File: config.mk
export PLATFORM = sky130hd
export DESIGN_NAME = mgr_regs
export DESIGN_NICKNAME = d
export VERILOG_FILES = /design/src/mgr_pkg.sv /design/src/mgr_gain_chan.sv /design/src/mgr_regs.sv
export SDC_FILE = /design/constraint.sdc
export NUM_CORES = 1
export LEC_CHECK = 0
export BUFFER_PORTS_ARGS = -buffer_cell sky130_fd_sc_hd__buf_2
export CAP_MARGIN = 20
export CORE_UTILIZATION = 58
export DETAILED_ROUTE_END_ITERATION = 8
export GPL_TIMING_DRIVEN = 1
export MAX_ROUTING_LAYER = met4
export PLACE_DENSITY = 0.83
export RECOVER_POWER = 25
export SLEW_MARGIN = 40
export SYNTH_ARGS = -nofsm -noshare
export SYNTH_HDL_FRONTEND = slang
export SYNTH_HIERARCHICAL = 1
export SYNTH_SLANG_ARGS = --single-unit
File: constraint.sdc
create_clock -name mclk -period 3.52 [get_ports mclk]
set_input_delay 0.704 -clock mclk [delete_from_list [all_inputs] [get_ports mclk]]
set_output_delay 0.704 -clock mclk [all_outputs]
set_load 0.05 [all_outputs]
File: src/mgr_pkg.sv
package mgr_pkg;
   // -------------------------------------------------------------------
   // register map
   // -------------------------------------------------------------------
   localparam int          IDX_W              = 7;
   localparam int          DATA_W             = 16;
   localparam logic [6:0]  IDX_MIC_GAIN       = 7'h0E;
   localparam logic [6:0]  IDX_LINE_GAIN      = 7'h10;
   localparam logic [6:0]  IDX_DISC_GAIN      = 7'h12;
   localparam logic [6:0]  IDX_PCM_GAIN       = 7'h18;
   localparam logic [6:0]  IDX_REC_SEL        = 7'h1A;

   localparam logic [15:0] RST_MIC_GAIN       = 16'h8008;
   localparam logic [15:0] RST_STEREO_GAIN    = 16'h8808;
   localparam logic [15:0] RST_REC_SEL        = 16'h0000;

   localparam logic [15:0] MASK_MIC_GAIN      = 16'h805F;
   localparam logic [15:0] MASK_STEREO_GAIN   = 16'h9F1F;
   localparam logic [15:0] MASK_REC_SEL       = 16'h0707;

   // -------------------------------------------------------------------
   // field positions
   // -------------------------------------------------------------------
   localparam int          POS_MUTE           = 15;
   localparam int          POS_BOOST          = 6;
   localparam int          POS_LEFT_GAIN      = 8;
   localparam int          POS_RIGHT_GAIN     = 0;
   localparam int          GAIN_W             = 5;
   localparam int          POS_LEFT_SRC       = 8;
   localparam int          POS_RIGHT_SRC      = 0;
   localparam int          SRC_W              = 3;

   // -------------------------------------------------------------------
   // gain law, in half-dB units
   // -------------------------------------------------------------------
   localparam int          HDB_W              = 8;
   localparam logic [7:0]  HDB_TOP            = 8'h18;
   localparam logic [7:0]  HDB_STEP           = 8'h03;
   localparam logic [7:0]  HDB_BOOST          = 8'h28;
   localparam logic [7:0]  HDB_RESET          = 8'h00;

   // -------------------------------------------------------------------
   // record sources
   // -------------------------------------------------------------------
   localparam int          NUM_SRC            = 8;
   localparam logic [2:0]  SRC_MIC            = 3'h0;
   localparam logic [2:0]  SRC_DISC           = 3'h1;
   localparam logic [2:0]  SRC_BAD_A          = 3'h2;
   localparam logic [2:0]  SRC_BAD_B          = 3'h3;
   localparam logic [2:0]  SRC_LINE           = 3'h4;
   localparam logic [2:0]  SRC_STEREO_MIX     = 3'h5;
   localparam logic [2:0]  SRC_MONO_MIX       = 3'h6;
   localparam logic [2:0]  SRC_PCM            = 3'h7;

   localparam int          NUM_CHAN           = 7;
endpackage : mgr_pkg

File: src/mgr_gain_chan.sv
module mgr_gain_chan
   import mgr_pkg::*;
(
   input  wire logic                     mclk,
   input  wire logic                     rst,
   input  wire logic                     mute,
   input  wire logic [GAIN_W-1:0]        code,
   input  wire logic                     boost,
   output logic                          mute_ff,
   output logic signed [HDB_W-1:0]       gain_hdb_ff
);
   logic [HDB_W-1:0] nxt_gain;

   // code 0 is +12 dB, each step drops 1.5 dB; boost lifts 20 dB
   always_comb begin
      nxt_gain = HDB_TOP - HDB_STEP * HDB_W'(code);
      if (boost) begin
         nxt_gain = nxt_gain + HDB_BOOST;
      end
   end

   always_ff @(posedge mclk or posedge rst) begin
      if (rst) begin
         mute_ff     <= 1'b1;
         gain_hdb_ff <= HDB_RESET;
      end else begin
         mute_ff     <= mute;
         gain_hdb_ff <= nxt_gain;
      end
   end
endmodule // mgr_gain_chan

File: src/mgr_regs.sv
module mgr_regs
   import mgr_pkg::*;
(
   input  wire logic                           mclk,
   input  wire logic                           rst,
   input  wire logic                           reg_wr_en,
   input  wire logic                           reg_rd_en,
   input  wire logic [IDX_W-1:0]               reg_index,
   input  wire logic [DATA_W-1:0]              reg_wdata,
   output logic [DATA_W-1:0]                   reg_rdata_ff,
   output logic                                reg_rd_valid_ff,
   output logic [NUM_CHAN-1:0]                 chan_mute_ff,
   output logic [NUM_CHAN-1:0][HDB_W-1:0]      chan_gain_hdb_ff,
   output logic [NUM_SRC-1:0]                  left_route_ff,
   output logic [NUM_SRC-1:0]                  right_route_ff
);
   // -------------------------------------------------------------------
   // helpers
   // -------------------------------------------------------------------
   function automatic logic [NUM_SRC-1:0] route_of(input logic [SRC_W-1:0] sel);
      logic [NUM_SRC-1:0] r;
      r = '0;
      if (sel != SRC_BAD_A && sel != SRC_BAD_B) begin
         r[sel] = 1'b1;
      end
      return r;
   endfunction

   function automatic logic [DATA_W-1:0] mask_of(input logic [IDX_W-1:0] idx);
      logic [DATA_W-1:0] m;
      m = '0;
      unique case (idx)
         IDX_MIC_GAIN:  m = MASK_MIC_GAIN;
         IDX_LINE_GAIN,
         IDX_DISC_GAIN,
         IDX_PCM_GAIN:  m = MASK_STEREO_GAIN;
         IDX_REC_SEL:   m = MASK_REC_SEL;
         default:       m = '0;
      endcase
      return m;
   endfunction

   // -------------------------------------------------------------------
   // register storage
   // -------------------------------------------------------------------
   logic [DATA_W-1:0] mic_gain_ff;
   logic [DATA_W-1:0] line_gain_ff;
   logic [DATA_W-1:0] disc_gain_ff;
   logic [DATA_W-1:0] pcm_gain_ff;
   logic [DATA_W-1:0] rec_sel_ff;
   logic [DATA_W-1:0] wr_val;

   // reserved positions are never stored, so they cannot read back
   assign wr_val = reg_wdata & mask_of(reg_index);

   always_ff @(posedge mclk or posedge rst) begin
      if (rst) begin
         mic_gain_ff  <= RST_MIC_GAIN;      // muted, 0 dB, no boost
         line_gain_ff <= RST_STEREO_GAIN;
         disc_gain_ff <= RST_STEREO_GAIN;
         pcm_gain_ff  <= RST_STEREO_GAIN;
         rec_sel_ff   <= RST_REC_SEL;
      end else if (reg_wr_en) begin
         if (reg_index == IDX_MIC_GAIN) begin
            mic_gain_ff <= wr_val;
         end
         if (reg_index == IDX_LINE_GAIN) begin
            line_gain_ff <= wr_val;
         end
         if (reg_index == IDX_DISC_GAIN) begin
            disc_gain_ff <= wr_val;
         end
         if (reg_index == IDX_PCM_GAIN) begin
            pcm_gain_ff <= wr_val;
         end
         if (reg_index == IDX_REC_SEL) begin
            rec_sel_ff <= wr_val;           // bad codes kept as written
         end
      end
   end

   // -------------------------------------------------------------------
   // read port
   // -------------------------------------------------------------------
   logic [DATA_W-1:0] nxt_rdata;

   // unmapped indices answer zero rather than stale data
   always_comb begin
      nxt_rdata = '0;
      unique case (reg_index)
         IDX_MIC_GAIN:  nxt_rdata = mic_gain_ff;
         IDX_LINE_GAIN: nxt_rdata = line_gain_ff;
         IDX_DISC_GAIN: nxt_rdata = disc_gain_ff;
         IDX_PCM_GAIN:  nxt_rdata = pcm_gain_ff;
         IDX_REC_SEL:   nxt_rdata = rec_sel_ff;
         default:       nxt_rdata = '0;
      endcase
   end

   always_ff @(posedge mclk or posedge rst) begin
      if (rst) begin
         reg_rdata_ff    <= '0;
         reg_rd_valid_ff <= 1'b0;
      end else begin
         reg_rd_valid_ff <= reg_rd_en;
         if (reg_rd_en) begin
            reg_rdata_ff <= nxt_rdata & mask_of(reg_index);
         end
      end
   end

   // -------------------------------------------------------------------
   // gain channels: 0 mic, 1/2 line l/r, 3/4 cd l/r, 5/6 pcm l/r
   // -------------------------------------------------------------------
   logic [NUM_CHAN-1:0]             ch_mute;
   logic [NUM_CHAN-1:0]             ch_boost;
   logic [NUM_CHAN-1:0][GAIN_W-1:0] ch_code;

   // one mute bit covers both sides of a stereo pair
   assign ch_mute = {pcm_gain_ff[POS_MUTE],  pcm_gain_ff[POS_MUTE],
                     disc_gain_ff[POS_MUTE], disc_gain_ff[POS_MUTE],
                     line_gain_ff[POS_MUTE], line_gain_ff[POS_MUTE],
                     mic_gain_ff[POS_MUTE]};

   assign ch_boost = {{(NUM_CHAN-1){1'b0}}, mic_gain_ff[POS_BOOST]};

   assign ch_code = {pcm_gain_ff[POS_RIGHT_GAIN +: GAIN_W],
                     pcm_gain_ff[POS_LEFT_GAIN +: GAIN_W],
                     disc_gain_ff[POS_RIGHT_GAIN +: GAIN_W],
                     disc_gain_ff[POS_LEFT_GAIN +: GAIN_W],
                     line_gain_ff[POS_RIGHT_GAIN +: GAIN_W],
                     line_gain_ff[POS_LEFT_GAIN +: GAIN_W],
                     mic_gain_ff[POS_RIGHT_GAIN +: GAIN_W]};

   genvar gi;
   generate
      for (gi = 0; gi < NUM_CHAN; gi++) begin : g_chan
         // gain law shared by every channel
         mgr_gain_chan u_chan (
            .mclk        (mclk),
            .rst         (rst),
            .mute        (ch_mute[gi]),
            .code        (ch_code[gi]),
            .boost       (ch_boost[gi]),
            .mute_ff     (chan_mute_ff[gi]),
            .gain_hdb_ff (chan_gain_hdb_ff[gi])
         );
      end
   endgenerate

   // -------------------------------------------------------------------
   // record source routing
   // -------------------------------------------------------------------
   always_ff @(posedge mclk or posedge rst) begin
      if (rst) begin
         left_route_ff  <= NUM_SRC'(1);
         right_route_ff <= NUM_SRC'(1);
      end else begin
         left_route_ff  <= route_of(rec_sel_ff[POS_LEFT_SRC +: SRC_W]);
         right_route_ff <= route_of(rec_sel_ff[POS_RIGHT_SRC +: SRC_W]);
      end
   end

   // -------------------------------------------------------------------
   // elaboration checks
   // -------------------------------------------------------------------
   // one route bit per select code, or codes would alias
   if ((1 << SRC_W) != NUM_SRC) begin : g_bad_src_count
      $error("route width does not match select width");
   end

   if (POS_RIGHT_SRC + SRC_W > POS_LEFT_SRC ||
       POS_LEFT_SRC + SRC_W > DATA_W) begin : g_bad_src_pos
      $error("record select fields overlap or leave the word");
   end

   if (POS_RIGHT_GAIN + GAIN_W > POS_LEFT_GAIN ||
       POS_LEFT_GAIN + GAIN_W > POS_MUTE) begin : g_bad_gain_pos
      $error("gain fields overlap each other or the mute bit");
   end

   if (POS_MUTE >= DATA_W) begin : g_bad_mute_pos
      $error("mute bit lies outside the register word");
   end

   // boost sits between the mic gain field and the mute bit
   if (POS_BOOST < POS_RIGHT_GAIN + GAIN_W ||
       POS_BOOST >= POS_MUTE) begin : g_bad_boost_pos
      $error("boost bit collides with another mic field");
   end

   // gain word is signed: boosted top and lowest code must both fit
   if (int'(HDB_TOP) + int'(HDB_BOOST) >= 2 ** (HDB_W - 1)) begin : g_bad_gain_top
      $error("boosted top gain overflows the gain word");
   end

   if (int'(HDB_STEP) * (2 ** GAIN_W - 1) - int'(HDB_TOP) >
       2 ** (HDB_W - 1)) begin : g_bad_gain_floor
      $error("lowest gain code underflows the gain word");
   end

   // gain shown during reset must equal the law at the reset codes
   if (HDB_W'(HDB_TOP - HDB_STEP * RST_MIC_GAIN[POS_RIGHT_GAIN +: GAIN_W]) !=
       HDB_RESET ||
       HDB_W'(HDB_TOP - HDB_STEP * RST_STEREO_GAIN[POS_LEFT_GAIN +: GAIN_W]) !=
       HDB_RESET) begin : g_bad_gain_reset
      $error("reset gain disagrees with the gain law");
   end

   if (MASK_MIC_GAIN[POS_MUTE] != 1'h1 || MASK_STEREO_GAIN[POS_MUTE] != 1'h1 ||
       MASK_MIC_GAIN[POS_BOOST] != 1'h1) begin : g_bad_mask_bits
      $error("a register mask drops a control bit");
   end

   if (MASK_MIC_GAIN[POS_RIGHT_GAIN +: GAIN_W] != '1 ||
       MASK_STEREO_GAIN[POS_LEFT_GAIN +: GAIN_W] != '1 ||
       MASK_STEREO_GAIN[POS_RIGHT_GAIN +: GAIN_W] != '1 ||
       MASK_REC_SEL[POS_LEFT_SRC +: SRC_W] != '1 ||
       MASK_REC_SEL[POS_RIGHT_SRC +: SRC_W] != '1) begin : g_bad_mask_fields
      $error("a register mask cuts into a field");
   end

   // a reserved bit set at reset would be stored, though the read mask hides it
   if ((RST_MIC_GAIN & ~MASK_MIC_GAIN) != '0 ||
       (RST_STEREO_GAIN & ~MASK_STEREO_GAIN) != '0 ||
       (RST_REC_SEL & ~MASK_REC_SEL) != '0) begin : g_bad_reset_mask
      $error("a reset value sets a reserved bit");
   end
endmodule // mgr_regs

==> metrics.log, run 1 <==
[metrics] average cell area after synthesis: 11.4 sq um
[metrics] fraction of registers with async set or reset after synthesis: 100%
[metrics] status: complete, no violations
[metrics] filler instances: 942
[metrics] Crit path top cell by count: sky130_fd_sc_hd__ha_1
[metrics] most instantiated library cell after synthesis: sky130_fd_sc_hd__dfrtp_1
[metrics] share of cells above drive strength 1: 27.2%
[metrics] sw frac: 32.4%
[metrics] share of power burned in the clock network: 34.1%
[metrics] data required time at the worst endpoint: 3830 ps
[metrics] fraction of the mapped netlist area in simple logic gates: 10.8%
[metrics] start point of the worst hold path: mic_gain_ff[15]$_DFFE_PP1P_
[metrics] worst hold path cell count: 0
[metrics] Critical Path, Cell by Cell: inv_1 > ha_1 > ha_1 > a21o_1 > a21oi_1 > xnor2_1 > ha_1 > maj3_1 > nand3_1 > nand3_1
[metrics] Leakage: 4.64 nW
[metrics] clock tree root driver cell: sky130_fd_sc_hd__clkbuf_16
[metrics] area of combinational cells with multiple inputs: 0.00403 sq mm
[metrics] capture point of the worst reg-to-reg path: g_chan[0].u_chan/gain_hdb_ff[7]$_DFF_PP0_
[metrics] Vias per Instance: 5.59
[metrics] DRC marker count from the first detailed-route iteration: 374
[metrics] Storage cell area: 0.00373 sq mm
[metrics] overall power consumption: 0.00450 W
[metrics] initial core utilization: 60.5%
[metrics] clock slew at reported path FFs: 60 ps
[metrics] die boundary width: 121 um
[metrics] post-synthesis share of cell area spent on full adders, half adders and majority gates: 12.2%
[metrics] Final period util: 73.2%
[metrics] post-detailed-route count of antenna-violating nets: 0
[metrics] count of input and output buffers: 114
[metrics] number of buffers added for setup after CTS: 0
[metrics] Hold Crit Endpoint: g_chan[0].u_chan/mute_ff$_DFF_PP1_
[metrics] post-route non-filler standard cell count: 1034
[metrics] top cell type's share of synthesized area: 39.2%
[metrics] critical-path cell with the highest stage delay: sky130_fd_sc_hd__dfrtp_1
[metrics] post-layout utilization of the core: 69.7%
[metrics] worst-skew pair later-pin latency: 420 ps
[metrics] floorplan die area: 0.0146 sq mm
[metrics] launch instance of the worst register-to-register path: mic_gain_ff[2]$_DFFE_PP0P_
[metrics] Sinks on Clock Net: 148
[metrics] HPWL after detailed placement: 12900 um
[metrics] worst setup path category: flip-flop to flip-flop
[metrics] ANT cells: 0
[metrics] synthesized cell area: 0.00817 sq mm
[metrics] hold bufs inserted after CTS: 0
[metrics] GRT overflow: 0
[metrics] Max rail drop VDD: 0.343 mV
[metrics] worst clock skew: 10.9 ps
[metrics] CTS-repair resized insts: 0
[metrics] Least-Margin Pin Slew: 1040 ps
[metrics] total via count in the routed design: 5780
[metrics] Hold WC Path Type: flip-flop to flip-flop
[metrics] worst hold margin: 401 ps
[metrics] Total Wirelength: 17400 um
[metrics] area share of xor/xnor cells in the synthesized design: 6.01%
[metrics] TritonCTS clock tree: done
[metrics] Row Count: 42
[metrics] maximum number of pins on one net before global-route repair: 46
[metrics] detail-routed net length per standard cell: 16.8 um
[metrics] vias in the first global route: 5970
[metrics] area of the core: 0.0135 sq mm
[metrics] Internal: 0.00304 W
[metrics] number of unique standard cell types used by synthesis: 48
[metrics] CP startpoint kind: flip-flop
[metrics] setup TNS after final layout: 0 ps
[metrics] Overall Global Routing Usage: 26.5%
[metrics] Area growth syn-to-layout: 15.2%
[metrics] most frequent cells after synthesis: sky130_fd_sc_hd__dfrtp_1 (128), sky130_fd_sc_hd__inv_1 (78), sky130_fd_sc_hd__ha_1 (63), sky130_fd_sc_hd__nand2_1 (41)
[metrics] mux cell area share after synthesis: 8.70%
[metrics] peak per-stage delay on the critical path: 470 ps
[metrics] Worst setup EP type: flip-flop
[metrics] number of nets at the end of the flow: 942
[metrics] crit path time final: 2570 ps
[metrics] hold violation count in the final report: 0
[metrics] Fmax: 388 MHz
[metrics] relative contribution of sequential cells to total power: 42.2%
[metrics] Crit path arrival time: 2880 ps
[metrics] Die Height: 121 um
[metrics] global-route wire length before repair: 28800 um
[metrics] number of cells traversed by the worst register-to-register path: 10
[metrics] setup repair after global routing missed its margin: false
[metrics] number of levels in the clock H-tree: 4
[metrics] initial antenna violation count: 0
[metrics] max-slew violations: 0
[metrics] worst setup slack for register-to-register paths: 950 ps
[metrics] total DRC errors in the routed layout: 0
[metrics] number of synthesized flops with an enable pin: 0
[metrics] top cells by area, synth: sky130_fd_sc_hd__dfrtp_1 (39%), sky130_fd_sc_hd__ha_1 (9.7%), sky130_fd_sc_hd__dfstp_2 (6.4%)
[metrics] Gate Count Post-Synth: 718
[metrics] Synth area leader: sky130_fd_sc_hd__dfrtp_1
[metrics] cell total after placement: 1002
[metrics] switching power summed over all nets: 0.00146 W
[metrics] worst-path fanout max: 6
[metrics] number of CTS-inserted buffers: 17
[metrics] most used flip-flop cell after synthesis: sky130_fd_sc_hd__dfrtp_1
[metrics] max-cap violations: 0
[metrics] Routability Congestion: 0.911
[metrics] yosys synthesis warning count: 6
[metrics] main combinational cell family by area after synthesis: adder cells
[metrics] total setup violations reported at the end of the flow: 0
[metrics] relative max-transition margin: 30.7%
[metrics] sequential area share after synthesis: 45.7%
[metrics] Power per Cell Area: 478 mW/mm^2
[metrics] fraction of the mapped netlist area in compound gates: 11.1%
[metrics] Comb power frac: 23.8%
[metrics] post-synthesis register bit count: 148
[metrics] clk buf depth: 2
[metrics] I/O pin count: 123
[metrics] First-pass DRT Iterations: 5
[placed cells by master, fill, tap and decap left out, types with 6 or more instances in the layout]
cell type / instances
sky130_fd_sc_hd__dfrtp_1: 128
sky130_fd_sc_hd__o21ai_4: 7
sky130_fd_sc_hd__a21o_1: 7
sky130_fd_sc_hd__a21oi_1: 20
sky130_fd_sc_hd__mux2_4: 12
sky130_fd_sc_hd__xor2_1: 28
sky130_fd_sc_hd__clkinv_2: 7
sky130_fd_sc_hd__clkbuf_1: 10
sky130_fd_sc_hd__and2_1: 7
sky130_fd_sc_hd__mux2i_1: 8
sky130_fd_sc_hd__fa_1: 7
sky130_fd_sc_hd__nand2_1: 41
sky130_fd_sc_hd__buf_2: 112
sky130_fd_sc_hd__inv_1: 77
sky130_fd_sc_hd__nand3_1: 22
sky130_fd_sc_hd__maj3_1: 7
sky130_fd_sc_hd__o21ai_0: 30
sky130_fd_sc_hd__nor2_1: 28
sky130_fd_sc_hd__o2bb2ai_1: 6
sky130_fd_sc_hd__dfstp_2: 16
sky130_fd_sc_hd__xnor2_1: 28
sky130_fd_sc_hd__nand4b_1: 7
sky130_fd_sc_hd__nor2b_1: 15
sky130_fd_sc_hd__conb_1: 14
sky130_fd_sc_hd__and3b_1: 16
sky130_fd_sc_hd__a22oi_1: 9
sky130_fd_sc_hd__a211oi_1: 7
sky130_fd_sc_hd__nor3b_1: 7
sky130_fd_sc_hd__buf_4: 7
sky130_fd_sc_hd__a211oi_2: 7
sky130_fd_sc_hd__ha_1: 63
sky130_fd_sc_hd__mux2_2: 30
sky130_fd_sc_hd__a22oi_2: 7
sky130_fd_sc_hd__clkbuf_16: 17
sky130_fd_sc_hd__o2111ai_1: 7
[sequential cells by signal, indices dropped and copies added (netlist names)]
register	count
g_chan.u_chan/gain_hdb_ff	56
mic_gain_ff	10
reg_rdata_ff	12
reg_rd_valid_ff	1
g_chan.u_chan/mute_ff	7
right_route_ff	8
disc_gain_ff	12
left_route_ff	8
line_gain_ff	12
rec_sel_ff	10
pcm_gain_ff	12
[layout make-up]
cell class | instances | area share (%)
multi-input combinational | 478 | 42.9
inverter | 78 | 3.12
tap | 176 | 2.34
clock inverter | 7 | 0.399
sequential | 148 | 39.6
timing repair buffer | 122 | 6.81
clock buffer | 25 | 4.84
[logic make-up (layout without fill, tap and decap cells)]
group,count (synthesis),after routing
fa+ha+maj,77,77
compound gates,117,117
mux,55,55
simple gates,159,159
buf+inv,105,232
xor+xnor,56,56
flops,148,148
other cells,1,14
[through the flow]
step	worst slack (ps)	instance area [sq um]
6_report	945	9410
5_1_grt	852	9410
4_1_cts	963	9410
3_5_place_dp	873	8920
3_3_place_gp	931	8920
2_1_floorplan	644	8220
[power groups by stage]
| stage | clock [W] | combinational, W | sequential, W |
|---|---|---|---|
| floorplan | 0 | 0.000463 | 0.00230 |
| detailed placement | 0 | 0.00106 | 0.00193 |
| CTS | 0.00156 | 0.00107 | 0.00190 |
| global route | 0.00163 | 0.00114 | 0.00191 |
| global placement | 0 | 0.00103 | 0.00192 |
| finish | 0.00153 | 0.00107 | 0.00190 |
[worst max-delay path by stage]
stage	from	endpoint	slack, ps	depth (start not counted)
CTS	mic_gain_ff[2]$_DFFE_PP0P_	g_chan[0].u_chan/gain_hdb_ff[7]$_DFF_PP0_	960	10
global placement	reg_index[3]	mic_gain_ff[0]$_DFFE_PP0P_	930	5
finish	mic_gain_ff[2]$_DFFE_PP0P_	g_chan[0].u_chan/gain_hdb_ff[7]$_DFF_PP0_	950	10
detailed placement	reg_index[1]	mic_gain_ff[0]$_DFFE_PP0P_	870	5
floorplan	rst	disc_gain_ff[0]$_DFFE_PP0P_	640	1
global route	mic_gain_ff[2]$_DFFE_PP0P_	g_chan[0].u_chan/gain_hdb_ff[7]$_DFF_PP0_	850	12
[critical path: cells and delay by family, from the launching register on]
kind / cells / cell delay (ps)
buffers and inverters: 1 / 80
DFF: 1 / 470
AOI/OAI and AO/OA: 2 / 400
xor gates and xnor gates: 1 / 140
and+or+nand+nor: 2 / 180
adders and majority gates: 4 / 1180
[routing by layer]
layer / GRT usage (%) / up-vias / part of all wire, %
met1: 31.9 / 2834 / 43
met5: - / - / 0
met3: 4.67 / 36 / 5.3
met4: 11.9 / 0 / 2.4
li1: - / 2712 / -
met2: 43.9 / 198 / 50
(Power assumes the default switching activity.)
==> run 2: changes to the inputs <==
==> constraint.sdc (replaced) <==
create_clock -name mclk -period 2.5 [get_ports mclk]
set_input_delay 0.5 -clock mclk [delete_from_list [all_inputs] [get_ports mclk]]
set_output_delay 0.5 -clock mclk [all_outputs]
set_load 0.05 [all_outputs]
==> run 2 against run 1 <==
Hold slack lost 84 ps; highest routed layer unchanged; critical path type unchanged; first-iteration DRC count grew 5.6%; clock skew shrank 0.55 ps.
==> metrics.log, run 2 (synthesis results as in run 1) <==
[metrics] status: complete, no violations
[metrics] Least-Margin Pin Slew: 1380 ps
[metrics] clock tree root driver cell: sky130_fd_sc_hd__clkbuf_16
[metrics] number of cells traversed by the worst register-to-register path: 9
[metrics] most used cells in the layout excluding fill and tap cells: sky130_fd_sc_hd__dfrtp_1 (125), sky130_fd_sc_hd__buf_2 (112), sky130_fd_sc_hd__inv_1 (77)
[metrics] worst setup path category: flip-flop to flip-flop
[metrics] number of buffers added for setup after CTS: 0
[metrics] met3 Use GR: 4.58%
[metrics] switching power summed over all nets: 0.00211 W
[metrics] sw frac: 29.2%
[metrics] detail-routed net length per standard cell: 17.2 um
[metrics] Leakage: 4.81 nW
[metrics] floorplan die area: 0.0146 sq mm
[metrics] initial core utilization: 60.5%
[metrics] worst hold path cell count: 2
[metrics] design area: 0.00978 sq mm
[metrics] GRT overflow: 0
[metrics] post-placement cell area: 0.00908 sq mm
[metrics] Most flops, register: g_chan.u_chan/gain_hdb_ff
[metrics] worst-path fanout max: 5
[metrics] total DRC errors in the routed layout: 0
[metrics] First-pass DRT Iterations: 5
[metrics] I/O pin count: 123
[metrics] crit path time final: 2480 ps
[metrics] fraction of met1 tracks used by global routing: 33.2%
[metrics] Area growth syn-to-layout: 19.7%
[metrics] number of CTS-inserted buffers: 17
[metrics] worst clock skew: 10.3 ps
[metrics] initial antenna violation count: 0
[metrics] relative contribution of sequential cells to total power: 37.0%
[metrics] setup repair after global routing missed its margin: true
[metrics] max-cap violations: 0
[metrics] clk buf depth: 2
[metrics] CP startpoint kind: flip-flop
[metrics] hold bufs inserted after CTS: 0
[metrics] DRC marker count from the first detailed-route iteration: 395
[metrics] Max rail drop VDD: 0.456 mV
[metrics] Internal: 0.00511 W
[metrics] number of nets at the end of the flow: 961
[metrics] share of cells above drive strength 1: 29.4%
[metrics] max-slew violations: 0
[metrics] number of levels in the clock H-tree: 4
[metrics] vias in the first global route: 6032
[metrics] post-detailed-route count of antenna-violating nets: 0
[metrics] Crit path arrival time: 2780 ps
[metrics] most frequent standard cell in the layout excluding fill and tap cells: sky130_fd_sc_hd__dfrtp_1
[metrics] Total Wirelength: 18100 um
[metrics] number of flip-flops under the largest register name: 56
[metrics] Overall Global Routing Usage: 26.7%
[metrics] clock slew at reported path FFs: 60 ps
[metrics] Vias per Instance: 5.59
[metrics] Fmax: 403 MHz
[metrics] data required time at the worst endpoint: 2800 ps
[metrics] post-route non-filler standard cell count: 1053
[metrics] Worst setup EP type: flip-flop
[metrics] Most Used Layer, Global Route: met2
[metrics] hold violation count in the final report: 0
[metrics] count of input and output buffers: 114
[metrics] cell total after placement: 1021
[metrics] met2 GRT Util: 43.4%
[metrics] share of power burned in the clock network: 41.4%
[metrics] area of the core: 0.0135 sq mm
[metrics] Sinks on Clock Net: 148
[metrics] die boundary width: 121 um
[metrics] HPWL after detailed placement: 13200 um
[metrics] TritonCTS clock tree: done
[metrics] global-route wire length before repair: 29000 um
[metrics] filler instances: 917
[metrics] Row Count: 42
[metrics] Comb power frac: 21.6%
[metrics] ANT cells: 0
[metrics] Routability Congestion: 0.919
[metrics] Hold WC Path Type: input port to flip-flop
[metrics] worst-skew pair later-pin latency: 420 ps
[metrics] total setup violations reported at the end of the flow: 0
[metrics] relative max-transition margin: 7.81%
[metrics] Power per Cell Area: 738 mW/mm^2
[metrics] maximum number of pins on one net before global-route repair: 31
[metrics] Final period util: 99.2%
[metrics] Die Height: 121 um
[metrics] total via count in the routed design: 5891
-- run 2: cell types whose count changed in the layout (fill, tap and decap cells not counted), moves of 2 or more --
| cell | previous run | this run |
|---|---|---|
| sky130_fd_sc_hd__buf_4 | 7 | 18 |
| sky130_fd_sc_hd__bufinv_16 | 0 | 7 |
| sky130_fd_sc_hd__clkinv_2 | 7 | 1 |
| sky130_fd_sc_hd__clkbuf_8 | 0 | 3 |
| sky130_fd_sc_hd__dfrtp_1 | 128 | 125 |
| sky130_fd_sc_hd__dfrtp_2 | 0 | 3 |
| sky130_fd_sc_hd__a21oi_1 | 20 | 18 |
| sky130_fd_sc_hd__a21oi_2 | 0 | 2 |
| sky130_fd_sc_hd__clkbuf_1 | 10 | 12 |
| sky130_fd_sc_hd__ha_1 | 63 | 61 |
| sky130_fd_sc_hd__ha_2 | 0 | 2 |
-- run 2: path summary, 6_finish.rpt --
check                                                  from                                        end  slack, ps
worst max-delay path             mic_gain_ff[2]$_DFFE_PP0P_  g_chan[0].u_chan/gain_hdb_ff[7]$_DFF_PP0_         20
worst min-delay path                           reg_wdata[6]                 mic_gain_ff[6]$_DFFE_PP0P_        320
worst max register to register   mic_gain_ff[2]$_DFFE_PP0P_  g_chan[0].u_chan/gain_hdb_ff[7]$_DFF_PP0_         20
worst min register to register  mic_gain_ff[15]$_DFFE_PP1P_         g_chan[0].u_chan/mute_ff$_DFF_PP1_        390
max in group asynchronous                               rst                right_route_ff[0]$_DFF_PP1_        980
min in group asynchronous                               rst  g_chan[2].u_chan/gain_hdb_ff[2]$_DFF_PP0_        360
-- run 2: critical path: stages (launching register included) --
cell                       delay, ps
sky130_fd_sc_hd__dfrtp_1         380
sky130_fd_sc_hd__buf_4           160
sky130_fd_sc_hd__ha_1            190
sky130_fd_sc_hd__inv_1            80
sky130_fd_sc_hd__fa_1            520
sky130_fd_sc_hd__and3b_1         270
sky130_fd_sc_hd__a211oi_4        310
sky130_fd_sc_hd__a211oi_1        110
sky130_fd_sc_hd__o21ai_0         230
sky130_fd_sc_hd__nand3_1         100
-- run 2: power by group through the flow --
stage	combinational (W)	clock, W	sequential [W]
5_1_grt	0.00166	0.00313	0.00269
4_1_cts	0.00154	0.00302	0.00267
6_report	0.00156	0.00299	0.00267
2_1_floorplan	0.000653	0	0.00324
3_5_place_dp	0.00152	0	0.00271
3_3_place_gp	0.00147	0	0.00270
-- run 2: area by class of cell --
class / instances / area (sq um) / share of cell area (%)
clock buffer: 23 / 478 / 4.89
clock inverter: 9 / 224 / 2.29
inverter: 78 / 294 / 3.01
tap: 176 / 220 / 2.25
timing repair buffer: 141 / 769 / 7.87
sequential: 148 / 3730 / 38.2
multi-input combinational: 478 / 4060 / 41.5
-- run 2: through the flow --
step / utilization, % / TNS (ps) / hold WS [ps] / setup WS [ps] / power [W]
after detailed placement: 67.2 / 0 / 375 / 13.7 / 0.00424
after CTS: 72.5 / 0 / 178 / 10.4 / 0.00724
final: 72.4 / 0 / 317 / 18.8 / 0.00722
after global placement: 67.2 / 0 / 374 / 163 / 0.00417
after floorplan: - / 0 / 327 / 186 / 0.00390
after global routing: 72.4 / -61.0 / 315 / -61.0 / 0.00749
-- run 2: what timing repair did --
| item | in CTS | in global routing |
|---|---|---|
| hold endpoints to repair | 0 | 0 |
| gates resized for setup | 2 | 7 |
| setup endpoints to repair | 1 | 4 |
| pin swaps | 0 | 1 |
-- run 2: metal layers --
layer	wire, um	vias up
met5	0	-
met3	803	45
met1	7730	2914
li1	-	2745
met2	9050	187
met4	517	0
